[config.mk]
export PLATFORM = sky130hd
export DESIGN_NAME = pacc_accum
export DESIGN_NICKNAME = d
export VERILOG_FILES = /design/src/rtl/pacc_pkg.sv /design/src/rtl/pacc_accum.sv
export SDC_FILE = /design/constraint.sdc
export NUM_CORES = 1
export LEC_CHECK = 0
export BUFFER_PORTS_ARGS = -buffer_cell sky130_fd_sc_hd__clkbuf_2
export CORE_ASPECT_RATIO = 2
export CORE_MARGIN = 8
export CORE_UTILIZATION = 50
export CTS_CLUSTER_SIZE = 10
export DETAILED_ROUTE_END_ITERATION = 8
export GPL_ROUTABILITY_DRIVEN = 0
export PLACE_DENSITY = 0.92
export RECOVER_POWER = 25
export SLEW_MARGIN = 20
export SYNTH_ARGS = -nofsm -noshare
export SYNTH_HDL_FRONTEND = slang
export SYNTH_SLANG_ARGS = --single-unit
[constraint.sdc]
create_clock -name pclk -period 3.1 [get_ports pclk]
set_input_delay 0.465 -clock pclk [delete_from_list [all_inputs] [get_ports pclk]]
set_output_delay 0.465 -clock pclk [all_outputs]
set_load 0.03 [all_outputs]
[src/rtl/pacc_pkg.sv]
// Package for the eight-bit pulse accumulator: map, fields, resets, timing
package pacc_pkg;

	// Register byte offsets on the APB
	localparam logic [7:0] PACC_OFS_CTRL = 8'h00;
	localparam logic [7:0] PACC_OFS_COUNT = 8'h04;
	localparam logic [7:0] PACC_OFS_FLAGS = 8'h08;
	localparam logic [7:0] PACC_OFS_PIN = 8'h0C;

	// Control register field positions
	localparam int PACC_CTRL_ENABLE = 0;
	localparam int PACC_CTRL_GATED = 1;
	localparam int PACC_CTRL_EDGE_SEL = 2;
	localparam int PACC_CTRL_EDGE_IE = 3;
	localparam int PACC_CTRL_OVF_IE = 4;
	localparam int PACC_CTRL_PRESCALE = 5;
	localparam int PACC_CTRL_W = 7;

	// Flags register field positions
	localparam int PACC_FLAG_EDGE = 0;
	localparam int PACC_FLAG_OVF = 1;

	// Reset values
	localparam logic [PACC_CTRL_W-1:0] PACC_CTRL_RST = 7'h00;
	localparam logic [7:0] PACC_COUNT_RST = 8'h00;
	localparam logic [7:0] PACC_COUNT_MAX = 8'hFF;

	// Gated time base: one tick every 64 bus cycles
	localparam int PACC_TICK_DIV = 64;
	localparam int PACC_CHAIN_W = $clog2(PACC_TICK_DIV);
	localparam int PACC_TAP_SHIFT = PACC_CHAIN_W - 2;

	// Interrupt source select, overflow ranks first
	localparam logic [1:0] PACC_SRC_NONE = 2'h0;
	localparam logic [1:0] PACC_SRC_OVF = 2'h1;
	localparam logic [1:0] PACC_SRC_EDGE = 2'h2;

	// Control register as carried through the block
	typedef struct packed {
		logic [1:0] prescale;
		logic ovf_ie;
		logic edge_ie;
		logic edge_sel;
		logic gated;
		logic enable;
	} pacc_ctrl_s;

endpackage

[src/rtl/pacc_accum.sv]
// Eight-bit pulse accumulator with APB register access
//
// The address map and the APB interface to the registers are this design's own decisions.
`timescale 1ns/100ps

// Function
// - Gated mode advances the count once every 64 bus cycles while pin active.
// - Gated count idle before pin activates, stops at trailing edge, keeps overflow.
// - Trailing edge sets edge flag and, when enabled, requests an interrupt.
// - Overflow request outranks the edge request when both are pending.
// - Overflow flag sets on the same edge the count wraps from max to zero.
// - Software can always read the pin level.
// - Edge select picks rising or falling edges for events and interrupt.
// - Edge request gated locally by enable and globally by processor mask.
// - Software reads the edge flag and may clear it.
// - Pin is synchronised, capping event rate at half the bus clock.
// - Edge seen within a cycle sets the flag at that cycle's end.
// - Event mode increments the count on the edge that sets the flag.
// - After a detected edge no new edge is recognised for one cycle.
// - Gated counting uses a free-running divide-by-64 tick independent of pin.
// - Tick tap position follows the timer prescale select setting.
// - Software count accesses never collide with counting updates.
// - Software can preload the count; counting continues from that value.
// - Pin works as edge interrupt source even with accumulation disabled.
// - In gated mode edge select picks the inhibiting level.
// - Overflow and trailing-edge requests are separately maskable.
module pacc_accum (
	input wire logic pclk,
	input wire logic presetn,
	input wire logic psel,
	input wire logic penable,
	input wire logic pwrite,
	input wire logic [7:0] paddr,
	input wire logic [31:0] pwdata,
	output logic [31:0] prdata,
	output logic pready,
	output logic pslverr,
	input wire logic shared_port_pin,
	input wire logic global_int_mask,
	output logic ovf_int_req,
	output logic edge_int_req,
	output logic int_req,
	output logic [1:0] int_source
);
	import pacc_pkg::*;

	// Increment helper shared by counting and preload paths
	function automatic logic [7:0] pacc_inc(input logic [7:0] v,
		input logic en);
		pacc_inc = en ? v + 8'h01 : v;
	endfunction

	pacc_ctrl_s ctrl_reg;
	logic [7:0] pulse_count_register;
	logic input_edge_flag;
	logic count_overflow_flag;
	logic pin_meta_reg;
	logic accumulator_input_pin;
	logic pin_prev_reg;
	logic lockout_reg;
	logic [PACC_CHAIN_W-1:0] chain_reg;
	logic [31:0] rdata_reg;

	// APB decode
	wire setup_ph = psel && !penable;
	wire access_ph = psel && penable;
	wire hit_ctrl = (paddr == PACC_OFS_CTRL);
	wire hit_count = (paddr == PACC_OFS_COUNT);
	wire hit_flags = (paddr == PACC_OFS_FLAGS);
	wire hit_pin = (paddr == PACC_OFS_PIN);
	wire addr_ok = hit_ctrl || hit_count || hit_flags || hit_pin;
	wire wr_ctrl = access_ph && pwrite && hit_ctrl;
	wire wr_count = access_ph && pwrite && hit_count;
	wire wr_flags = access_ph && pwrite && hit_flags;

	// Zero wait states; unmapped offsets answer with an error
	assign pready = 1'b1;
	assign pslverr = access_ph && !addr_ok;
	assign prdata = rdata_reg;

	// Edge detection on the synchronised pin
	wire rise = accumulator_input_pin && !pin_prev_reg;
	wire fall = !accumulator_input_pin && pin_prev_reg;
	wire edge_det = !lockout_reg &&
		(ctrl_reg.edge_sel ? rise : fall);

	// Active level is the opposite of the one the selected edge ends on
	wire pin_active = ctrl_reg.edge_sel ? !accumulator_input_pin
		: accumulator_input_pin;

	// Free-running tick; the tap phase moves with the prescale select
	// Widen before shifting; a two-bit shift would lose the select
	wire [PACC_CHAIN_W-1:0] tap_phase =
		PACC_CHAIN_W'(ctrl_reg.prescale) << PACC_TAP_SHIFT;
	wire tick = (chain_reg == tap_phase);

	// Count advance: events in event mode, ticks gated by active level
	wire event_inc = ctrl_reg.enable && !ctrl_reg.gated && edge_det;
	wire gated_inc = ctrl_reg.enable && ctrl_reg.gated &&
		tick && pin_active;
	wire count_inc = event_inc || gated_inc;

	// A write and an increment on one edge merge instead of colliding
	wire [7:0] count_base = wr_count ? pwdata[7:0]
		: pulse_count_register;
	wire [7:0] count_next = pacc_inc(count_base, count_inc);
	wire wrap = count_inc && (count_base == PACC_COUNT_MAX);

	// Flag clears are write-one; a set in the same cycle wins
	wire edge_clr = wr_flags && pwdata[PACC_FLAG_EDGE];
	wire ovf_clr = wr_flags && pwdata[PACC_FLAG_OVF];
	wire edge_flag_next = edge_det || (input_edge_flag && !edge_clr);
	wire ovf_flag_next = wrap || (count_overflow_flag && !ovf_clr);

	// Read mux, snapshot taken in the setup cycle
	wire [31:0] rd_mux =
		hit_ctrl ? {25'h000_0000, ctrl_reg} :
		hit_count ? {24'h00_0000, pulse_count_register} :
		hit_flags ? {30'h000_0000, count_overflow_flag,
			input_edge_flag} :
		hit_pin ? {31'h000_0000, accumulator_input_pin} :
		32'h0000_0000;

	// Two-flop pin synchroniser; only stage two is looked at
	always_ff @(posedge pclk or negedge presetn) begin
		if (!presetn) begin
			pin_meta_reg <= 1'b0;
			accumulator_input_pin <= 1'b0;
			pin_prev_reg <= 1'b0;
		end else begin
			pin_meta_reg <= shared_port_pin;
			accumulator_input_pin <= pin_meta_reg;
			pin_prev_reg <= accumulator_input_pin;
		end
	end

	// One blind cycle after a detection keeps edges two cycles apart
	always_ff @(posedge pclk or negedge presetn) begin
		if (!presetn) begin
			lockout_reg <= 1'b0;
		end else begin
			lockout_reg <= edge_det;
		end
	end

	// Divider chain runs regardless of pin or enable
	always_ff @(posedge pclk or negedge presetn) begin
		if (!presetn) begin
			chain_reg <= '0;
		end else begin
			chain_reg <= chain_reg + 1'b1;
		end
	end

	// Control register
	always_ff @(posedge pclk or negedge presetn) begin
		if (!presetn) begin
			ctrl_reg <= pacc_ctrl_s'(PACC_CTRL_RST);
		end else if (wr_ctrl) begin
			ctrl_reg <= pacc_ctrl_s'(pwdata[PACC_CTRL_W-1:0]);
		end
	end

	// Counter and flags; flag set on the same edge as the count change
	always_ff @(posedge pclk or negedge presetn) begin
		if (!presetn) begin
			pulse_count_register <= PACC_COUNT_RST;
			input_edge_flag <= 1'b0;
			count_overflow_flag <= 1'b0;
		end else begin
			pulse_count_register <= count_next;
			input_edge_flag <= edge_flag_next;
			count_overflow_flag <= ovf_flag_next;
		end
	end

	// Read data captured before the access edge
	always_ff @(posedge pclk or negedge presetn) begin
		if (!presetn) begin
			rdata_reg <= 32'h0000_0000;
		end else if (setup_ph && !pwrite) begin
			rdata_reg <= rd_mux;
		end
	end

	// Interrupt requests: local enables, global mask, overflow first
	assign ovf_int_req = count_overflow_flag && ctrl_reg.ovf_ie &&
		!global_int_mask;
	assign edge_int_req = input_edge_flag && ctrl_reg.edge_ie &&
		!global_int_mask;
	assign int_req = ovf_int_req || edge_int_req;
	assign int_source = ovf_int_req ? PACC_SRC_OVF :
		edge_int_req ? PACC_SRC_EDGE : PACC_SRC_NONE;
endmodule

Word level (Yosys, flattened, before mapping):

Index checks and enable logic that the tools add are counted.

* register bits: 59
* input bits: 47
* output and inout port bits: 39
* word-level logic and storage cells: 75

* $add $sub $neg: 2
* equality and inequality tests: 5
* multiplexer cells: 10
* reduce and logical (&&, ||, !) cells: 43

Operators by type and width (count)
* two-way mux 8 bit: 4
* logical AND 1 bit: 25
* equality test 8 x 4 -> 1 bit, second input constant: 2
* logical NOT 1 bit: 10
* adder 8 x 1 -> 8 bit, second input constant: 1
* equality test 8 x 3 -> 1 bit, second input constant: 1
* equality test 8 bit, second input constant: 1
* logical NOT 8 bit: 1
* logical OR 1 bit: 7
* adder 6 x 1 -> 6 bit, second input constant: 1
* equality test 6 bit: 1
* two-way mux 2 bit: 3
* two-way mux 1 bit: 3

Longest topological paths before layout:

Gate-level depths: netlist (run 1).

* depth after elaboration: 8
* depth in mapped cells: 8
* depth with buffers taken out: 7

Worst setup path before layout (run 1):

Ideal clock, no wire load.

* path type: input to register
* start point: input port paddr[5]
* end point: register ctrl_reg[1] (netlist bit)
* library setup time: 0.125 ns
* arrival: 1.607 ns
* data required time: 2.975 ns
* path slack: 1.368 ns
* cell stages on the path: 4
* path through: nor4_4 -> nand2_2 -> nor4_4 -> mux2_2

* cells in the longest elaborated chain, start to end: 2

Ends and longest elaborated chain
* start, declared: RTL line pacc_accum.sv:33 `input wire logic [7:0] paddr,`
* logical NOT 8 bit: RTL line pacc_accum.sv:67 `wire hit_ctrl = (paddr == PACC_OFS_CTRL);`
* logical AND 1 bit: RTL line pacc_accum.sv:72 `wire wr_ctrl = access_ph && pwrite && hit_ctrl;`
* end signal, assigned: RTL line pacc_accum.sv:158 `ctrl_reg <= pacc_ctrl_s'(PACC_CTRL_RST);`
* end signal, assigned: RTL line pacc_accum.sv:160 `ctrl_reg <= pacc_ctrl_s'(pwdata[PACC_CTRL_W-1:0]);`
* end, declared: RTL line pacc_accum.sv:53 `pacc_ctrl_s ctrl_reg;`

Every way passes these cells.
A chain may end at the register's enable or synchronous reset.

Final worst setup path (run 1):

* start point: register chain_reg[0]
* end point: register pulse_count_register[7]

* cells in the longest elaborated chain, start to end: 5

Ends and longest elaborated chain
* start, declared: RTL line pacc_accum.sv:61 `logic [PACC_CHAIN_W-1:0] chain_reg;`
* start signal, assigned: RTL line pacc_accum.sv:151 `chain_reg <= chain_reg + 1'b1;`
* equality test 6 bit: RTL line pacc_accum.sv:95 `wire tick = (chain_reg == tap_phase);`
* logical AND 1 bit: RTL line pacc_accum.sv:99 `wire gated_inc = ctrl_reg.enable && ctrl_reg.gated &&`
* logical AND 1 bit: RTL line pacc_accum.sv:100 `tick && pin_active;`
* logical OR 1 bit: RTL line pacc_accum.sv:101 `wire count_inc = event_inc || gated_inc;`
* two-way mux 8 bit: RTL line pacc_accum.sv:50 `pacc_inc = en ? v + 8'h01 : v;`
* net count_next[7]: RTL line pacc_accum.sv:106 `wire [7:0] count_next = pacc_inc(count_base, count_inc);`
* end signal, assigned: RTL line pacc_accum.sv:171 `pulse_count_register <= count_next;`
* end, declared: RTL line pacc_accum.sv:54 `logic [7:0] pulse_count_register;`

The timed path passes the listed nets, and every way through them passes these cells.

==> metrics.cfg, run 1 <==
[cells_and_area]
drive_gt1_share_pct = 26.03
final_nets = 290
fillCellCount = 375
multi_input_area_um2 = 1039
diodes = 0
most-common-layout-cells = 35 x dfrtp_1, 35 x clkbuf_2, 25 x conb_1, 20 x nor2_1
seqCellArea_um2 = 875.8
area_growth_pct = 10.81

[logic_synthesis]
synthXorXnorAreaFrac_pct = 8.408
synth_cell_types = 43
synth_simple_gate_area_share_pct = 17.72
synth_top_family_by_area = simple AND/OR/NAND/NOR gates
ys_warn_count = 0
yosysSeqAreaShare_pct = 42.04
synthCells = 206
synth-seq-cells = 35
syn_area_um2 = 2083
synth_compound_area_share_pct = 9.670
synth.avg_cell_area_um2 = 10.11
synth.area.mux_share_pct = 8.348
synthAdderAreaFrac_pct = 1.201

[cts]
cts.root.buffer_cell = clkbuf_8
clkTransAtPathRegs_ns = 0.07
post_cts_buffers = 0
clock_path_buffers = 2
cts_sinks = 35
htreeDepth = 2
cts_made_buffers = 5
insertion_delay_ns = 0.28
cts_resized = 0
tritoncts = yes
cts_hold_buf = 0

[global_routing]
grtUsageTotal_pct = 14.57
grt_pass1_wl_mm = 7.265
antenna_found_initial = 0
grt_max_degree = 36
grt_pass1_vias = 1631
grt_overflow = 0

[timing]
final_max_slew_viol_count = 36
grt_setup_unrepaired = no
post-route-period-util_pct = 72.79
setup_slack_ns = 0.8434
fin_skew_ns = 0.003724
setup-tns-final_ns = 0
slew-limit-headroom_pct = -22.81
fin_crit_ns = 2.257
finalSetupViolCount = 0
finalHoldViolCount = 0
worstMarginPinSlew_ns = 1.842
timing.fmax_mhz = 443.1

[die]
pin_count = 86
rows = 33
core_area_um2 = 4046
die_h_um = 107.3
start_util_pct = 51.48
fp.dieArea_um2 = 6613
dieWidth_um = 61.64

[outcome]
violations = capacitance limit, slew limit
status = finished with violations

[worst_setup_path]
cpPeakStageDelay_ns = 0.52
cp_top_family = compound AO/OA/AOI/OAI gates
critPathLaunchType = flip-flop
path_max_fanout = 11
path_buf_inv = 1
cpMaxStageDelayCell = a21oi_1
cp_cell_sequence = inv_1 -> ha_1 -> and4bb_2 -> nand4_1 -> a21oi_1 -> o221ai_2 -> xor2_1
required_ns = 3.26
criticalPathCategory = reg2reg
crit_arrival_ns = 2.42
cp-end-kind = flip-flop

[route]
detailroute.via_count = 1610
drc = 0
dr.pass1.iters = 4
avgViaCountPerCell = 5.476
drtAntennaViolNets = 0
wl_per_cell_um = 15.52
routed_wl_mm = 4.562
drt_iter0_drc = 66

[pwr]
max-vdd-ir-drop_mv = 0.4448
power.density_nw_per_um2 = 553.4
leakage_nw = 1.128

[place]
place_hpwl_mm = 3.746
port_buffers = 36
pre_cts_slack_ns = 0.8789

[job]
drv_cap = 1

[min_path]
hold_class = in2reg

synthesized netlist by cell type, drive strengths merged:
cell | instances | area share (%)
a22o | 2 | 0.84
and2 | 1 | 0.30
o221ai | 1 | 0.72
o21ai | 3 | 0.72
mux2 | 6 | 3.2
o2bb2ai | 2 | 0.84
and4bb | 1 | 0.60
a21oi | 12 | 2.9
nand4b | 1 | 0.72
nor4 | 3 | 2.3
nor2b | 1 | 0.66
xnor2 | 15 | 6.3
or3 | 1 | 0.30
nand2 | 16 | 3.0
clkbuf | 3 | 0.60
xor2 | 5 | 2.1
and3b | 1 | 0.42
nor3 | 2 | 0.48
buf | 30 | 11
nor2 | 20 | 3.6
a211oi | 2 | 1.2
nor3b | 1 | 0.36
dfrtp | 35 | 42
nand3 | 7 | 1.7
inv | 6 | 1.1
and3 | 4 | 1.3
mux2i | 8 | 3.8
a21o | 1 | 0.36
a221oi | 5 | 2.1
and4 | 1 | 0.42
conb | 2 | 0.36
mux4 | 1 | 1.3
or2 | 1 | 0.30
nand4 | 4 | 1.2
ha | 2 | 1.2
metal layers:
| metal | wire length [um] | GRT usage [%] | part of all wire, % |
|---|---|---|---|
| met1 | 1393 | 13.28 | 31 |
| met2 | 2451 | 25.26 | 54 |
| met3 | 379 | 2.994 | 8.3 |
| met4 | 338 | 12.48 | 7.4 |
| met5 | 0 | 0 | 0 |
where the power goes:
part	internal [mW]	leakage (nW)	switching, mW
registers	0.522	0.426	0.0702
clock network	0.239	0.0581	0.166
logic	0.109	0.643	0.171
total	0.871	1.13	0.407
metrics by stage:
step	total power, mW	cell area (um2)	hold slack, ns	cells	utilization [%]
CTS	1.282	2310	0.2763	294	57.08
finish	1.278	2308	0.2806	294	57.05
detailed placement	0.8772	2197	0.3457	286	54.30
global placement	0.8611	2197	0.3329	286	54.30
global route	1.343	2308	0.2761	294	57.05
floorplan	0.8152	2170	0.1694	229	-
path summary, 6_finish.rpt:
check	start	end	slack, ns	cells past startpoint
min in group asynchronous	presetn	lockout_reg$_DFF_PN0_	0.67	1
max in group asynchronous	presetn	chain_reg[5]$_DFF_PN0_	1.36	1
min reg2reg	pin_meta_reg$_DFF_PN0_	accumulator_input_pin$_DFF_PN0_	0.36	0
min	shared_port_pin	pin_meta_reg$_DFF_PN0_	0.28	1
max reg2reg	chain_reg[0]$_DFF_PN0_	pulse_count_register[7]$_DFF_PN0_	0.84	7
max	chain_reg[0]$_DFF_PN0_	pulse_count_register[7]$_DFF_PN0_	0.84	7
cell families (layout without fill, tap and decap cells):
| family | Yosys count | after routing |
|---|---|---|
| buffers and inverters | 39 | 52 |
| adders and majority gates | 2 | 2 |
| AOI/OAI and AO/OA | 28 | 28 |
| DFF | 35 | 35 |
| and+or+nand+nor | 65 | 65 |
| xor gates and xnor gates | 20 | 20 |
| other | 2 | 25 |
| muxes | 15 | 15 |
area by class of cell:
class / instances / area share, %
inverter: 6 / 0.9756
sequential: 35 / 37.94
tap: 52 / 2.818
clock inverter: 3 / 1.897
timing repair buffer: 38 / 8.401
clock buffer: 5 / 2.981
multi-input combinational: 155 / 44.99
No activity file was read; power rests on OpenSTA's default activity.
==> inputs of run 2 (changes only) <==
--- a/config.mk
+++ b/config.mk
@@ -5,14 +5,15 @@
 export SDC_FILE = /design/constraint.sdc
 export NUM_CORES = 1
 export LEC_CHECK = 0
+export ABC_AREA = 1
 export BUFFER_PORTS_ARGS = -buffer_cell sky130_fd_sc_hd__clkbuf_2
 export CORE_ASPECT_RATIO = 2
 export CORE_MARGIN = 8
-export CORE_UTILIZATION = 50
+export CORE_UTILIZATION = 48
 export CTS_CLUSTER_SIZE = 10
 export DETAILED_ROUTE_END_ITERATION = 8
 export GPL_ROUTABILITY_DRIVEN = 0
-export PLACE_DENSITY = 0.92
+export PLACE_DENSITY = 0.88
 export RECOVER_POWER = 25
 export SLEW_MARGIN = 20
 export SYNTH_ARGS = -nofsm -noshare
==> constraint.sdc (replaced) <==
create_clock -name pclk -period 2.2 [get_ports pclk]
set_input_delay 0.33 -clock pclk [delete_from_list [all_inputs] [get_ports pclk]]
set_output_delay 0.33 -clock pclk [all_outputs]
set_load 0.03 [all_outputs]
==> metrics.cfg, run 2 <==
[outcome]
status = finished with violations
violations = capacitance limit, slew limit

[global_routing]
grtUsageTotal_pct = 14.27  ; -0.31 points
grt_use_met3_pct = 5.364  ; +2.4 points
grt_max_degree = 36  ; unchanged
grt_use_met1_pct = 11.92  ; -1.4 points
antenna_found_initial = 0  ; unchanged
grt_overflow = 0  ; unchanged
grt_use_met2_pct = 26.46  ; +1.2 points
grt_pass1_vias = 1924  ; +18%
busiest_layer = met2
grt_pass1_wl_mm = 7.983  ; +9.9%

[cells_and_area]
final_nets = 368  ; +27%
fillCellCount = 410  ; +9.3%
most-common-layout-cells = 65 x nand2_1, 40 x inv_1, 35 x dfrtp_1, 35 x clkbuf_2, 25 x conb_1
diodes = 0  ; unchanged
fin_util_pct = 55.10  ; -2.0 points
final_common_cell = nand2_1
drive_gt1_share_pct = 20.94  ; -5.1 points
area_growth_pct = 10.90  ; about the same

[cts]
clock_path_buffers = 2  ; unchanged
cts_hold_buf = 0  ; unchanged
htreeDepth = 2  ; unchanged
tritoncts = yes
cts_resized = 0  ; unchanged
cts_sinks = 35  ; unchanged
cts.root.buffer_cell = clkbuf_8
cts_made_buffers = 5  ; unchanged
clkTransAtPathRegs_ns = 0.07  ; about the same
post_cts_buffers = 0  ; unchanged
insertion_delay_ns = 0.29  ; about the same

[die]
pin_count = 86  ; unchanged
fp.dieArea_um2 = 6966  ; +5.3%
start_util_pct = 49.68  ; -1.8 points
core_area_um2 = 4297  ; +6.2%
die_h_um = 110.3  ; +2.8%
rows = 34  ; +3.0%
dieWidth_um = 63.16  ; +2.5%

[pwr]
p_comb_share_pct = 17.1  ; -4.8 points
power_frac_clock_pct = 35.4  ; +3.7 points
seq_power_share_pct = 47.5  ; +1.1 points
max-vdd-ir-drop_mv = 0.3980  ; -11%
finalPower_mw = 1.456  ; +14%
p_int_mw = 1.018  ; +17%
p_switching_mw = 0.4378  ; +7.7%
leakage_nw = 1.327  ; +18%
p_sw_share_pct = 30.08  ; -1.7 points
power.density_nw_per_um2 = 614.9  ; +11%

[timing]
finalHoldViolCount = 0  ; unchanged
fin_skew_ns = 0.004417  ; +0.0006927 ns
grt_setup_unrepaired = no
setup-tns-final_ns = 0  ; unchanged
slew-limit-headroom_pct = -21.60  ; +1.2 points
timing.fmax_mhz = 576.0  ; +30%
worst_hold_slack_ns = 0.1581  ; -0.1225 ns
post-route-period-util_pct = 78.92  ; +6.1 points
worstMarginPinSlew_ns = 1.824  ; -0.01807 ns
final_max_slew_viol_count = 36  ; unchanged
finalSetupViolCount = 0  ; unchanged
fin_crit_ns = 1.736  ; -0.5204 ns

[route]
drtAntennaViolNets = 0  ; unchanged
wl_per_cell_um = 12.53  ; -19%
drc = 0  ; unchanged
routed_wl_mm = 4.687  ; +2.7%
detailroute.via_count = 1850  ; +15%
dr.pass1.iters = 4  ; unchanged
avgViaCountPerCell = 4.947  ; -9.7%
drt_iter0_drc = 64  ; -3.0%

[logic_synthesis]
synth.most_common_cell = nand2_1
synth_commonest_cells = 65 x nand2_1, 40 x inv_1, 35 x dfrtp_1
synth-seq-cells = 35  ; unchanged
synth_ff_type = dfrtp_1
yosysTopAreaCell = dfrtp_1
ys_async_sr_fraction_pct = 100.0  ; unchanged
synth_cell_types = 30  ; -30%
synth.top_cell.area_share_pct = 41.03  ; -1.0 points
synthCells = 279  ; +35%
ys_warn_count = 0  ; unchanged
synthTopCellsByArea = dfrtp_1 41%, nand2_1 11%, buf_4 9.1%
syn_area_um2 = 2135  ; +2.5%
synth.avg_cell_area_um2 = 7.651  ; -24%
synth-edff-count = 0  ; unchanged
yosysSeqAreaShare_pct = 41.03  ; -1.0 points

[worst_setup_path]
required_ns = 2.39  ; -0.87 ns
criticalPathCategory = reg2reg
crit_arrival_ns = 1.93  ; -0.49 ns
path_max_fanout = 6  ; -5
cp-end-kind = flip-flop
critPathLaunchType = flip-flop

[job]
drv_cap = 1  ; unchanged

[place]
port_buffers = 36  ; unchanged
place_hpwl_mm = 3.773  ; +0.71%

[min_path]
hold_class = in2reg

[run 2: cell types whose count changed in the layout (fill, tap and decap cells not counted), sizes merged, moves of 7 or more]
| cell | before | now |
|---|---|---|
| nand2 | 16 | 73 |
| inv | 6 | 41 |
| xnor2 | 15 | 1 |
| nand3 | 7 | 20 |
| nor2 | 20 | 30 |
| mux2i | 8 | 0 |
| o21ai | 3 | 11 |
| a21oi | 12 | 19 |
[run 2: cell type report]
type | instances | area [um2] | area share, %
timing repair buffer | 39 | 201.4 | 8.510
sequential | 35 | 875.8 | 37.00
clock buffer | 8 | 100.1 | 4.228
tap | 54 | 67.56 | 2.854
inverter | 41 | 153.9 | 6.501
multi-input combinational | 197 | 968.4 | 40.91
[run 2: routing by layer]
metal / share of wire, % / routed length (um) / vias up
met3: 8.1 / 381 / 21
met1: 33 / 1565 / 856
met2: 53 / 2499 / 77
met5: 0 / 0 / -
met4: 5.1 / 240 / 0
li1: - / - / 896
[run 2: worst max-delay path: stages (launching register included)]
cell,delay [ns]
dfrtp_1,0.39
inv_1,0.09
ha_1,0.15
nand3_1,0.10
nor2_1,0.12
nand2_1,0.07
nand2_1,0.07
nand2_1,0.20
nor2_8,0.20
nand3_1,0.12
nand2_1,0.09
inv_1,0.04
[run 2: per-stage QoR]
step	instances	cell area [um2]	setup slack (ns)
2_1_floorplan	302	2221	0.3561
3_3_place_gp	366	2268	0.3760
3_5_place_dp	366	2268	0.3335
4_1_cts	374	2369	0.4662
5_1_grt	374	2367	0.2624
6_report	374	2367	0.4638
[run 2: path summary, 6_finish.rpt]
kind / startpoint / endpoint / slack (ns) / cells past startpoint
worst max register to register: chain_reg[0]$_DFF_PN0_ / pulse_count_register[4]$_DFF_PN0_ / 0.46 / 11
worst min-delay path: shared_port_pin / pin_meta_reg$_DFF_PN0_ / 0.16 / 1
min in group asynchronous: presetn / chain_reg[5]$_DFF_PN0_ / 0.52 / 1
worst min register to register: pin_meta_reg$_DFF_PN0_ / accumulator_input_pin$_DFF_PN0_ / 0.36 / 0
worst max-delay path: chain_reg[0]$_DFF_PN0_ / pulse_count_register[4]$_DFF_PN0_ / 0.46 / 11
max in group asynchronous: presetn / ctrl_reg[1]$_DFFE_PN0P_ / 0.62 / 1
[run 2: logic make-up after synthesis]
family                   after synthesis  synth area share (%)
AO/OA/AOI/OAI                         32                 8.207
XOR/XNOR                               5                 2.051
adder cells (fa/ha/maj)                2                 1.172
buffers and inverters                 70                 17.64
flip-flops                            35                 41.03
other                                  2                0.3518
AND/OR/NAND/NOR                      133                 29.54
[run 2: power by group through the flow]
stage	registers [mW]	logic [mW]	clock network [mW]
floorplan	0.737	0.171	0
global placement	0.702	0.244	0
detailed placement	0.703	0.249	0
CTS	0.691	0.250	0.518
global route	0.695	0.274	0.543
finish	0.691	0.250	0.515
==> inputs of run 3 (changes only) <==
--- a/config.mk
+++ b/config.mk
@@ -9,11 +9,11 @@
 export BUFFER_PORTS_ARGS = -buffer_cell sky130_fd_sc_hd__clkbuf_2
 export CORE_ASPECT_RATIO = 2
 export CORE_MARGIN = 8
-export CORE_UTILIZATION = 48
+export CORE_UTILIZATION = 44
 export CTS_CLUSTER_SIZE = 10
 export DETAILED_ROUTE_END_ITERATION = 8
 export GPL_ROUTABILITY_DRIVEN = 0
-export PLACE_DENSITY = 0.88
+export PLACE_DENSITY = 0.86
 export RECOVER_POWER = 25
 export SLEW_MARGIN = 20
 export SYNTH_ARGS = -nofsm -noshare
==> constraint.sdc (replaced) <==
create_clock -name pclk -period 1.5 [get_ports pclk]
set_input_delay 0.225 -clock pclk [delete_from_list [all_inputs] [get_ports pclk]]
set_output_delay 0.225 -clock pclk [all_outputs]
set_load 0.03 [all_outputs]
==> metrics.cfg, run 3 (synthesis results as in run 2) <==
[outcome]
status = finished with violations
violations = setup timing

[place]
place_hpwl_mm = 3.884  ; +2.9%
placed_cell_area_um2 = 2521  ; +11%
port_buffers = 36  ; unchanged

[timing]
setup_slack_ns = -0.04720  ; -0.5110 ns
fin_skew_ns = 0.01120  ; +0.006782 ns
grt_setup_unrepaired = yes
final_max_slew_viol_count = 0  ; -100%
timing.fmax_mhz = 646.3  ; +12%
fin_crit_ns = 1.547  ; -0.1890 ns
finalSetupViolCount = 7  ; +7
post-route-period-util_pct = 103.1  ; +24 points
finalHoldViolCount = 0  ; unchanged

[die]
pin_count = 86  ; unchanged
fp.dieArea_um2 = 7471  ; +7.2%
core_area_um2 = 4775  ; +11%
start_util_pct = 44.71  ; -5.0 points
die_h_um = 114.5  ; +3.8%
dieWidth_um = 65.25  ; +3.3%
rows = 36  ; +5.9%

[cts]
cts.root.buffer_cell = clkbuf_8
htreeDepth = 2  ; unchanged
cts_sinks = 35  ; unchanged
cts_made_buffers = 5  ; unchanged
insertion_delay_ns = 0.29  ; about the same
clock_path_buffers = 2  ; unchanged
clkTransAtPathRegs_ns = 0.08  ; about the same
tritoncts = yes

[worst_setup_path]
cp_top_family = simple AND/OR/NAND/NOR gates
critPathMostFrequentCell = nand2_1
critPathLaunchType = flip-flop
cpPeakStageDelay_ns = 0.40  ; about the same
path_buf_inv = 2  ; unchanged
crit_arrival_ns = 1.74  ; -0.19 ns
path_max_fanout = 6  ; unchanged
cp-end-kind = flip-flop
criticalPathCategory = reg2reg
required_ns = 1.70  ; -0.69 ns
cpMaxStageDelayCell = dfrtp_1
cp_cell_sequence = inv_1 -> nand2_1 -> nand2_1 -> nand3_1 -> a21oi_2 -> nand2_4 -> nor2_8 -> nand2_2 -> nand2_1 -> inv_1

[route]
detailroute.via_count = 2001  ; +8.2%
routed_wl_mm = 5.560  ; +19%
drtAntennaViolNets = 0  ; unchanged
wl_per_cell_um = 13.30  ; +6.1%
avgViaCountPerCell = 4.787  ; -3.2%
dr.pass1.iters = 4  ; unchanged
drt_iter0_drc = 87  ; +36%
drc = 0  ; unchanged

[global_routing]
grt_pass1_wl_mm = 8.838  ; +11%
grt_pass1_vias = 2072  ; +7.7%
antenna_found_initial = 0  ; unchanged
grt_overflow = 0  ; unchanged
grt_max_degree = 36  ; unchanged
grtUsageTotal_pct = 14.83  ; +0.57 points

[pwr]
p_sw_share_pct = 28.14  ; -1.9 points
p_switching_mw = 0.6933  ; +58%
seq_power_share_pct = 41.1  ; -6.4 points
power.density_nw_per_um2 = 868.6  ; +41%
finalPower_mw = 2.464  ; +69%
max-vdd-ir-drop_mv = 0.8583  ; +120%
p_comb_share_pct = 17.0  ; about the same
p_int_mw = 1.771  ; +74%
power_frac_clock_pct = 41.8  ; +6.4 points
leakage_nw = 1.567  ; +18%

[min_path]
hold_class = in2reg

[cells_and_area]
fillCellCount = 428  ; +4.4%
final_nets = 409  ; +11%
area_growth_pct = 32.88
drive_gt1_share_pct = 36.01  ; +15 points
diodes = 0  ; unchanged
most-common-layout-cells = 58 x nand2_1, 43 x buf_4, 36 x inv_1, 35 x dfrtp_1, 34 x clkbuf_2
finalInstanceArea_um2 = 2836  ; +20%
final_common_cell = nand2_1

[job]
drv_cap = 0  ; -1

==> run 3: path summary, 6_finish.rpt <==
| path | from | endpoint | slack (ns) | cells after the start |
|---|---|---|---|---|
| max in group asynchronous | presetn | pulse_count_register[0]$_DFF_PN0_ | 0.67 | 3 |
| worst max-delay path | ctrl_reg[2]$_DFFE_PN0P_ | pulse_count_register[3]$_DFF_PN0_ | -0.05 | 10 |
| worst min register to register | pin_meta_reg$_DFF_PN0_ | accumulator_input_pin$_DFF_PN0_ | 0.35 | 0 |
| worst max register to register | ctrl_reg[2]$_DFFE_PN0P_ | pulse_count_register[3]$_DFF_PN0_ | -0.05 | 10 |
| min in group asynchronous | presetn | input_edge_flag$_DFF_PN0_ | 0.50 | 3 |
| worst min-delay path | shared_port_pin | pin_meta_reg$_DFF_PN0_ | 0.04 | 1 |
==> run 3: power groups by stage <==
stage	combinational [mW]	sequential (mW)	clock (mW)
2_1_floorplan	0.252	1.08	0
3_3_place_gp	0.393	1.03	0
3_5_place_dp	0.398	1.03	0
4_1_cts	0.407	1.01	1.05
5_1_grt	0.457	1.02	1.08
6_report	0.419	1.01	1.03
==> run 3: timing repair <==
action	4_1_cts	5_1_grt
endpoints found under the hold margin	35	0
hold buffers	1	0
gates resized for setup	11	20
setup buffers	4	6
endpoints found under the setup margin	8	9
pin swaps	4	9
gates cloned	0	0
==> run 3: final cells by class <==
cell class / count / area [um2] / area share, %
Tap cell: 57 / 71.32 / 2.514
Multi-Input combinational cell: 197 / 1061 / 37.41
Timing Repair Buffer: 80 / 538.0 / 18.97
Clock buffer: 5 / 68.82 / 2.426
Sequential cell: 35 / 875.8 / 30.88
Inverter: 41 / 153.9 / 5.426
Clock inverter: 3 / 67.56 / 2.382
==> run 3: metrics by stage <==
stage / instances / hold slack (ns) / setup slack, ns / TNS [ns] / util [%]
finish: 418 / 0.04384 / -0.04720 / -0.2136 / 59.41
global route: 418 / 0.02922 / -0.1745 / -0.8707 / 59.41
CTS: 412 / 0.03162 / -0.0001871 / -0.0001871 / 57.15
detailed placement: 399 / 0.2901 / -0.1300 / -0.5609 / 52.80
global placement: 399 / 0.2893 / -0.1107 / -0.3975 / 52.80
floorplan: 302 / -0.07059 / 0.009806 / 0 / -
==> run 3: metal layers <==
layer	GRT usage, %	share of wire, %	vias to the layer above
met2	26.04	53	83
met3	4.412	7.9	17
met4	7.331	3.1	0
met5	0	0	-
li1	-	-	981
met1	15.25	36	920
